[src/qbp_pkg.sv]
package qbp_pkg;

    // ------------------------------------------------------------
    // widths and reset values
    // ------------------------------------------------------------
    localparam int          PORT_W        = 8;
    localparam logic [7:0]  LATCH_RST     = 8'hFF;
    localparam logic [1:0]  SYNC_RST      = 2'h3;

    // ------------------------------------------------------------
    // strong pull-up pulse after a 0-to-1 change of the driven value
    // ------------------------------------------------------------
    localparam int          CLK_PERIOD_NS = 4;
    localparam int          BOOST_NS      = 8;
    localparam int          BOOST_CYC     = (BOOST_NS + CLK_PERIOD_NS - 1) / CLK_PERIOD_NS;
    localparam logic [2:0]  BOOST_LOAD    = 3'(BOOST_CYC);

    // ------------------------------------------------------------
    // multi-function port bit positions
    // ------------------------------------------------------------
    localparam int          MF_RXD  = 0;
    localparam int          MF_TXD  = 1;
    localparam int          MF_IRQ0 = 2;
    localparam int          MF_IRQ1 = 3;
    localparam int          MF_TMR0 = 4;
    localparam int          MF_TMR1 = 5;
    localparam int          MF_WR   = 6;
    localparam int          MF_RD   = 7;

    // drive controls for one 8-bit port
    typedef struct packed {
        logic [7:0] strong_low_oe_n;
        logic [7:0] strong_high_oe_n;
        logic [7:0] weak_high_en;
    } qbp_drive_s;

    // alternate functions fed into the multi-function port
    typedef struct packed {
        logic txd_en;
        logic txd;
        logic wr_en;
        logic wr_n;
        logic rd_en;
        logic rd_n;
    } qbp_alt_s;

endpackage : qbp_pkg

[src/qbp_pin.sv]
`timescale 1ns/100ps
// one quasi-bidirectional pin: latch, boost timer, input synchroniser
module qbp_pin
(
    input  wire logic clk,
    input  wire logic resetn,
    input  wire logic ce,
    input  wire logic wr_en,
    input  wire logic wr_val,
    input  wire logic ovr_en,
    input  wire logic ovr_val,
    input  wire logic pin_in,
    output logic      latch_q,
    output logic      pin_level,
    output logic      drv_low,
    output logic      drv_high,
    output logic      weak_high
);
    logic       latch_ff;
    logic       nxt_latch;
    logic [2:0] boost_ff;
    logic [2:0] nxt_boost;
    logic [1:0] sync_ff;
    logic [1:0] nxt_sync;
    logic       eff_ff;
    logic       nxt_eff;
    logic       eff_val;

    // ------------------------------------------------------------
    // next state
    // ------------------------------------------------------------
    always_comb
    begin
        nxt_latch = wr_en ? wr_val : latch_ff;
        eff_val   = ovr_en ? ovr_val : nxt_latch;
        nxt_eff   = eff_val;
        nxt_sync  = {sync_ff[0], pin_in};
        // boost only on a rising 0-to-1 of the driven value; a zero cuts it
        // short so the strong pull-up never fights the pull-down
        if (!eff_val)
            nxt_boost = 3'h0;
        else if (!eff_ff)
            nxt_boost = qbp_pkg::BOOST_LOAD;
        else if (boost_ff != 3'h0)
            nxt_boost = boost_ff - 3'h1;
        else
            nxt_boost = boost_ff;
    end

    // ------------------------------------------------------------
    // registers; reset leaves the pin high and weak
    // ------------------------------------------------------------
    always_ff @(posedge clk or negedge resetn)
    begin
        if (!resetn)
        begin
            latch_ff <= qbp_pkg::LATCH_RST[0];
            eff_ff   <= qbp_pkg::LATCH_RST[0];
            boost_ff <= 3'h0;
            sync_ff  <= qbp_pkg::SYNC_RST;
        end
        else if (ce)
        begin
            latch_ff <= nxt_latch;
            eff_ff   <= nxt_eff;
            boost_ff <= nxt_boost;
            sync_ff  <= nxt_sync;
        end
    end

    // outputs; low drive is held while the driven value is zero
    assign latch_q   = latch_ff;
    assign pin_level = sync_ff[1];
    assign drv_low   = !eff_ff;
    assign drv_high  = (boost_ff != 3'h0);
    assign weak_high = eff_ff;

endmodule : qbp_pin

[src/qbp_port.sv]
`timescale 1ns/100ps
module qbp_port
(
    input  wire logic       clk,
    input  wire logic       resetn,
    input  wire logic       ce,
    // upper-address port
    input  wire logic       ua_wr,
    input  wire logic [7:0] ua_wdata,
    output logic [7:0]      ua_latch,
    output logic [7:0]      ua_rdata,
    input  wire logic       ext_bus_active,
    input  wire logic [7:0] ext_addr_hi,
    input  wire logic [7:0] upper_address_port_in,
    output qbp_pkg::qbp_drive_s upper_address_port_drv,
    // multi-function port
    input  wire logic       mf_wr,
    input  wire logic [7:0] mf_wdata,
    output logic [7:0]      mf_latch,
    output logic [7:0]      mf_rdata,
    input  qbp_pkg::qbp_alt_s mf_alt,
    input  wire logic [7:0] multi_function_port_in,
    output qbp_pkg::qbp_drive_s multi_function_port_drv,
    // alternate inputs seen by the core
    output logic            serial_zero_receive,
    output logic            ext_irq_zero_input,
    output logic            ext_irq_one_input,
    output logic            timer_zero_count_input,
    output logic            timer_one_count_input,
    // program memory source
    input  wire logic       external_access_select,
    input  wire logic       int_code_sel,
    output logic            fetch_external
);
    logic [7:0] ua_low;
    logic [7:0] ua_high;
    logic [7:0] ua_weak;
    logic [7:0] mf_low;
    logic [7:0] mf_high;
    logic [7:0] mf_weak;
    logic [7:0] mf_ovr_en;
    logic [7:0] mf_ovr_val;
    logic [1:0] access_sync_ff;
    logic [1:0] nxt_access_sync;

    // ------------------------------------------------------------
    // alternate output overrides on the multi-function port
    // ------------------------------------------------------------
    always_comb
    begin
        mf_ovr_en  = 8'h00;
        mf_ovr_val = 8'hFF;
        mf_ovr_en[qbp_pkg::MF_TXD]  = mf_alt.txd_en;
        mf_ovr_val[qbp_pkg::MF_TXD] = mf_alt.txd;
        mf_ovr_en[qbp_pkg::MF_WR]   = mf_alt.wr_en;
        mf_ovr_val[qbp_pkg::MF_WR]  = mf_alt.wr_n;
        mf_ovr_en[qbp_pkg::MF_RD]   = mf_alt.rd_en;
        mf_ovr_val[qbp_pkg::MF_RD]  = mf_alt.rd_n;
    end

    // ------------------------------------------------------------
    // pin instances; the bus takes the upper port whole
    // ------------------------------------------------------------
    genvar g;
    generate
        for (g = 0; g < qbp_pkg::PORT_W; g++)
        begin : g_pin
            qbp_pin u_ua
            (
                .clk       (clk),
                .resetn    (resetn),
                .ce        (ce),
                .wr_en     (ua_wr),
                .wr_val    (ua_wdata[g]),
                .ovr_en    (ext_bus_active),
                .ovr_val   (ext_addr_hi[g]),
                .pin_in    (upper_address_port_in[g]),
                .latch_q   (ua_latch[g]),
                .pin_level (ua_rdata[g]),
                .drv_low   (ua_low[g]),
                .drv_high  (ua_high[g]),
                .weak_high (ua_weak[g])
            );
            qbp_pin u_mf
            (
                .clk       (clk),
                .resetn    (resetn),
                .ce        (ce),
                .wr_en     (mf_wr),
                .wr_val    (mf_wdata[g]),
                .ovr_en    (mf_ovr_en[g]),
                .ovr_val   (mf_ovr_val[g]),
                .pin_in    (multi_function_port_in[g]),
                .latch_q   (mf_latch[g]),
                .pin_level (mf_rdata[g]),
                .drv_low   (mf_low[g]),
                .drv_high  (mf_high[g]),
                .weak_high (mf_weak[g])
            );
        end
    endgenerate

    // strong output enables are low while driving; weak_high_en is high while the weak pull-up is on
    assign upper_address_port_drv.strong_low_oe_n   = ~ua_low;
    assign upper_address_port_drv.strong_high_oe_n  = ~ua_high;
    assign upper_address_port_drv.weak_high_en      = ua_weak;
    assign multi_function_port_drv.strong_low_oe_n  = ~mf_low;
    assign multi_function_port_drv.strong_high_oe_n = ~mf_high;
    assign multi_function_port_drv.weak_high_en     = mf_weak;

    // alternate inputs come from the synchronised levels, pin stays a port bit
    assign serial_zero_receive    = mf_rdata[qbp_pkg::MF_RXD];
    assign ext_irq_zero_input     = mf_rdata[qbp_pkg::MF_IRQ0];
    assign ext_irq_one_input      = mf_rdata[qbp_pkg::MF_IRQ1];
    assign timer_zero_count_input = mf_rdata[qbp_pkg::MF_TMR0];
    assign timer_one_count_input  = mf_rdata[qbp_pkg::MF_TMR1];

    // ------------------------------------------------------------
    // access pin; synchronised, but a glitch sampled at one edge still flips one fetch
    // ------------------------------------------------------------
    always_comb
    begin
        nxt_access_sync = {access_sync_ff[0], external_access_select};
    end

    // two flops; only the second one feeds the fetch selection
    always_ff @(posedge clk or negedge resetn)
    begin
        if (!resetn)
            access_sync_ff <= qbp_pkg::SYNC_RST;
        else if (ce)
            access_sync_ff <= nxt_access_sync;
    end

    // low pin wins over the internal selection
    assign fetch_external = !access_sync_ff[1] || !int_code_sel;

    // ------------------------------------------------------------
    // assertions
    // ------------------------------------------------------------
    property p_zero_drives_low;
        @(posedge clk) disable iff (!resetn)
        (ce && mf_wr && !mf_wdata[2]) |=> !multi_function_port_drv.strong_low_oe_n[2];
    endproperty
    a_zero_drives_low: assert property (p_zero_drives_low) else $error("no pull-down");

    property p_boost;
        @(posedge clk) disable iff (!resetn)
        (ce && mf_wr && mf_wdata[4] && !mf_latch[4] && !mf_ovr_en[4])
            |=> !multi_function_port_drv.strong_high_oe_n[4];
    endproperty
    a_boost: assert property (p_boost) else $error("no strong pull-up pulse");

    property p_boost_ends;
        @(posedge clk) disable iff (!resetn)
        ua_high[0] |-> (ua_weak[0] && !ua_low[0]);
    endproperty
    a_boost_ends: assert property (p_boost_ends) else $error("pull-up fights pull-down");

    property p_ua_bus;
        @(posedge clk) disable iff (!resetn)
        (ce && ext_bus_active && !ext_addr_hi[3]) |=> ua_low[3];
    endproperty
    a_ua_bus: assert property (p_ua_bus) else $error("address not driven");

    property p_wr_strobe;
        @(posedge clk) disable iff (!resetn)
        (ce && mf_alt.wr_en && !mf_alt.wr_n) |=> mf_low[qbp_pkg::MF_WR];
    endproperty
    a_wr_strobe: assert property (p_wr_strobe) else $error("write strobe missing");

    property p_access_low;
        @(posedge clk) disable iff (!resetn)
        (ce && !external_access_select) ##1 (ce && !external_access_select)
            |=> fetch_external;
    endproperty
    a_access_low: assert property (p_access_low) else $error("access pin not obeyed");

    property p_sync;
        @(posedge clk) disable iff (!resetn)
        (ce && $past(ce) && $past(ce, 2)) |-> mf_rdata[0] == $past(multi_function_port_in[0], 2);
    endproperty
    a_sync: assert property (p_sync) else $error("input read wrong");

    property p_latch_hold;
        @(posedge clk) disable iff (!resetn)
        !mf_wr |=> $stable(mf_latch);
    endproperty
    a_latch_hold: assert property (p_latch_hold) else $error("latch changed");

    property p_low_holds;
        @(posedge clk) disable iff (!resetn)
        (!multi_function_port_drv.strong_low_oe_n[5] && !(ce && mf_wr && mf_wdata[5]))
            |=> !multi_function_port_drv.strong_low_oe_n[5];
    endproperty
    a_low_holds: assert property (p_low_holds) else $error("pull-down let go");

    property p_ua_gpio;
        @(posedge clk) disable iff (!resetn)
        (ce && ua_wr && !ext_bus_active) |=> ua_low == ~$past(ua_wdata);
    endproperty
    a_ua_gpio: assert property (p_ua_gpio) else $error("latch not on pins");

    property p_rd_strobe;
        @(posedge clk) disable iff (!resetn)
        (ce && mf_alt.rd_en && !mf_alt.rd_n) |=> mf_low[qbp_pkg::MF_RD];
    endproperty
    a_rd_strobe: assert property (p_rd_strobe) else $error("read strobe missing");

    property p_rxd;
        @(posedge clk) disable iff (!resetn)
        (ce && $past(ce) && $past(ce, 2))
            |-> serial_zero_receive == $past(multi_function_port_in[qbp_pkg::MF_RXD], 2);
    endproperty
    a_rxd: assert property (p_rxd) else $error("serial receive wrong");

    c_write_zero: cover property (@(posedge clk) mf_wr && mf_wdata == 8'h00);
    c_boost:      cover property (@(posedge clk) mf_high != 8'h00);
    c_bus:        cover property (@(posedge clk) ext_bus_active);
    c_ext_fetch:  cover property (@(posedge clk) fetch_external);

endmodule : qbp_port

[config.mk]
export PLATFORM = sky130hd
export DESIGN_NAME = qbp_port
export DESIGN_NICKNAME = d
export VERILOG_FILES = /design/src/qbp_pkg.sv /design/src/qbp_pin.sv /design/src/qbp_port.sv
export SDC_FILE = /design/constraint.sdc
export NUM_CORES = 1
export LEC_CHECK = 0
export CORE_AREA = 3 3 105 107
export DETAILED_ROUTE_END_ITERATION = 7
export DIE_AREA = 0 0 108 110
export DONT_BUFFER_PORTS = 1
export PLACE_DENSITY = 0.89
export SETUP_SLACK_MARGIN = 0.1
export SLEW_MARGIN = 20
export SYNTH_ARGS = -nofsm -noshare
export SYNTH_HDL_FRONTEND = slang
export SYNTH_HIERARCHICAL = 1
export SYNTH_SLANG_ARGS = --single-unit
[constraint.sdc]
create_clock -name clk -period 3.55 [get_ports clk]
set_clock_uncertainty 0.15 [all_clocks]
set_input_delay 0.1775 -clock clk [delete_from_list [all_inputs] [get_ports clk]]
set_output_delay 0.1775 -clock clk [all_outputs]
set_load 0.01 [all_outputs]
==> impl_results.md <==
- RSZ-0062 raised after global routing: no
- Worst-Skew Late Latency: roughly 0.52 ns
- Endpoints failing hold: 2
- DR WL/cell: ~18 um
- RR Endpoint: g_pin[1].u_ua/boost_ff[1]
- Post-route clock period utilization: between 70% and 80%
- Avg Vias per Cell: roughly 5.8
- Bufs on Longest Clock Path: 2
- Status: complete, but fails checks
- Ys async rst share: 100%
- Min Clock Period, post-route: 2.54 ns
- Die Y: approximately 110 um
- DP Wirelength: approximately 9200 um
- Setup TNS: 0 ns
- Post-Syn Area: ~6600 um2
- Post-route cell area: a little over 8000 um2
- Predominant post-synthesis flop cell: dfstp_2
- RePlAce Congestion: roughly 0.82
- DRT antenna net count: 0
- WP data arrival: about 2.8 ns
- # DRC: 0
- CTS sink count: between 100 and 150
- Die ar.: 11,900 um2
- Worst vdd ir: roughly 480 uV
- Initial antenna violation count: 0
- Total number of yosys warnings: 6
- Violated checks: hold timing
- Critical Path RT: roughly 3.8 ns
- DRT Wirelength: about 16,000 um
- Total Power: 4.65 mW
- H-Tree Depth: 4
- Tot GR Track Use: a little over a quarter
- ANT cells: 0
- Hold Path Class: input port to flop
- Root buffer cell: clkbuf_8
- Area delta synth->final: 24.8%
- GR Overflow Total: 0
- Hold Path End: g_pin[5].u_ua/boost_ff[1]
- # rows: 37
- Post-placement cell count: between 700 and 800
- Pre-antenna DRT Iters: 5
- Vias in the first global route: roughly 5,200
- Part of the Yosys area used for sequential elements: 44.3%
- Post-synthesis instance total: 604
- Nets: 812
- Most frequent cell after synthesis: inv_1
- Max cap viols: 0
- Fmax: between 300 and 400 MHz
- Post-synth EDFFs: 0
- Synthesized area per cell: ~11 um2
- Min-delay src: ce
- Synth cell count leaders: inv_1 (112), dfstp_2 (66), mux2_2 (66)
- Worst slew pin tran: roughly 1 ns
- DR vias: between 5,000 and 6,000
- CTS tree: yes
- Worst reg2reg path startpoint: g_pin[1].u_ua/latch_q
- Synth area leader: dfstp_2
- Distinct cell type count after synthesis: 19
- # Post-CTS Setup Buffers: 0
- Final Slew Violations: 0
- Yosys reg bits: 114
- Final hold slack: -0.0496 ns
- Largest net degree at the start of global routing: about 150
- Core Box Area: between 10,000 and 15,000 um2
- Clock Pin Slew Worst Setup and Hold Paths: 0.06 ns
- LEAKAGE: about 3.7 nW
- CP endpoint kind: flop
- R2R cell count: 5
- Initial Util: 64.8%
- Total CTS buffers: 17
- Rel. slew slack: 32.6%
- Final setup vio count: 0
- PwrDens: approximately 560 nW/um2
- Top cells by area, synth: dfstp_2 (26%), dfrtp_1 (18%), mux2_2 (11%)
- Number of non-filler instances in the completed layout: ~900
- Share of cells above drive strength 1: between 20% and 30%
- Yosys top cell area share: 26.2%
- Fillcell total: about 550
- Worst reg2reg setup slack: 1.01 ns
- IO Port Bufs: 0
- Hold path depth: 2
- Crit start category: flop
- Initial drt markers: ~310
- CP Class: flop to flop
- I/O pin total: 140
- Placed Instance Area: 6790 um2
- First-pass GRT wire length: approximately 25,000 um
- Worst-path maximum fanout: 4
- Die X: between 100 and 150 um
==> critical path, cell delays in order, from the launching register on <==
cell and delay (ns):
dfstp_2 0.59, mux2_2 0.19, dlygate4sd3_1 0.61, o211ai_1 0.11, dlygate4sd3_1 0.58, a21oi_1 0.21
==> power by group <==
| part | switching, mW | internal [mW] | total, mW | leakage, nW |
|---|---|---|---|---|
| combinational | 0.665 | 0.572 | 1.24 | 2.11 |
| sequential | 0.195 | 1.58 | 1.78 | 1.31 |
| clock | 0.561 | 1.07 | 1.63 | 0.291 |
==> registers in the layout, summed over array words and instances, names as in the netlist <==
name and cells:
g_pin.u_mf/weak_high 8, g_pin.u_mf/boost_ff 24, g_pin.u_mf/sync_ff 16, g_pin.u_ua/latch_q 8
access_sync_ff 2, g_pin.u_ua/sync_ff 16, g_pin.u_mf/latch_q 8, g_pin.u_ua/weak_high 8
g_pin.u_ua/boost_ff 24
==> timing repair <==
action	CTS	global route
hold endpoints to repair	228	0
hold buffers	86	0
resized for setup	0	0
==> logic make-up after synthesis <==
| group | Yosys count | share of synthesized area [%] |
|---|---|---|
| AO/OA/AOI/OAI | 128 | 16.3 |
| buffers and inverters | 133 | 8.72 |
| flip-flops | 114 | 44.3 |
| adder cells (fa/ha/maj) | 32 | 6.04 |
| AND/OR/NAND/NOR | 97 | 8.51 |
| multiplexers | 98 | 16.0 |
| other | 2 | 0.113 |
==> routing by layer <==
layer | vias up | share of wire, % | wire length [um] | global-route usage, %
li1 | 2344 | - | - | -
met4 | 0 | 1.6 | 265 | 10.1
met2 | 160 | 55 | 8790 | 50.3
met5 | - | 0 | 0 | 0
met1 | 2535 | 39 | 6290 | 30.8
met3 | 27 | 4.7 | 751 | 6.29
==> metrics by stage <==
stage / hold WS (ns) / utilization (%) / setup slack [ns]
floorplan: -0.268 / - / 2.08
global placement: -0.265 / 66.3 / 1.99
detailed placement: -0.266 / 66.3 / 1.89
CTS: 0.000552 / 80.8 / 1.09
global route: 0.00884 / 80.8 / 0.966
finish: -0.0496 / 80.8 / 1.01
==> cells in the final DEF, fill, tap and decap left out, drive strengths merged <==
master / n
dfrtp: 48
bufinv: 1
nand3b: 16
o21ai: 16
o2111ai: 16
a21oi: 32
mux2: 66
clkinv: 3
o22ai: 16
dlygate4sd3: 83
dfstp: 66
nand2: 33
nand2b: 16
nand4: 16
and2b: 16
clkbuf: 28
conb: 40
ha: 32
o211ai: 32
inv: 112
buf: 3
o311a: 16
mux2i: 32
==> layout make-up <==
| class | count | area (um2) | area share (%) |
|---|---|---|---|
| inverter | 112 | 420 | 5.08 |
| timing repair buffer | 86 | 906 | 11.0 |
| tap | 136 | 170 | 2.06 |
| clock inverter | 4 | 45.0 | 0.545 |
| multi-input combinational | 395 | 3260 | 39.4 |
| clock buffer | 28 | 536 | 6.47 |
| sequential | 114 | 2940 | 35.5 |
==> worst max path at each step <==
stage / start / depth (start not counted) / slack [ns] / end
3_3_place_gp: g_pin[2].u_mf/boost_ff[0] / 6 / 1.99 / g_pin[2].u_mf/boost_ff[0]
4_1_cts: mf_wr / 5 / 1.09 / g_pin[2].u_mf/boost_ff[0]
5_1_grt: g_pin[1].u_ua/latch_q / 5 / 0.97 / g_pin[1].u_ua/boost_ff[1]
3_5_place_dp: g_pin[1].u_mf/boost_ff[0] / 6 / 1.89 / g_pin[1].u_mf/boost_ff[0]
6_report: g_pin[1].u_ua/latch_q / 5 / 1.01 / g_pin[1].u_ua/boost_ff[1]
2_1_floorplan: g_pin[1].u_mf/boost_ff[0] / 6 / 2.08 / g_pin[1].u_mf/boost_ff[2]
(Power assumes the default switching activity.)
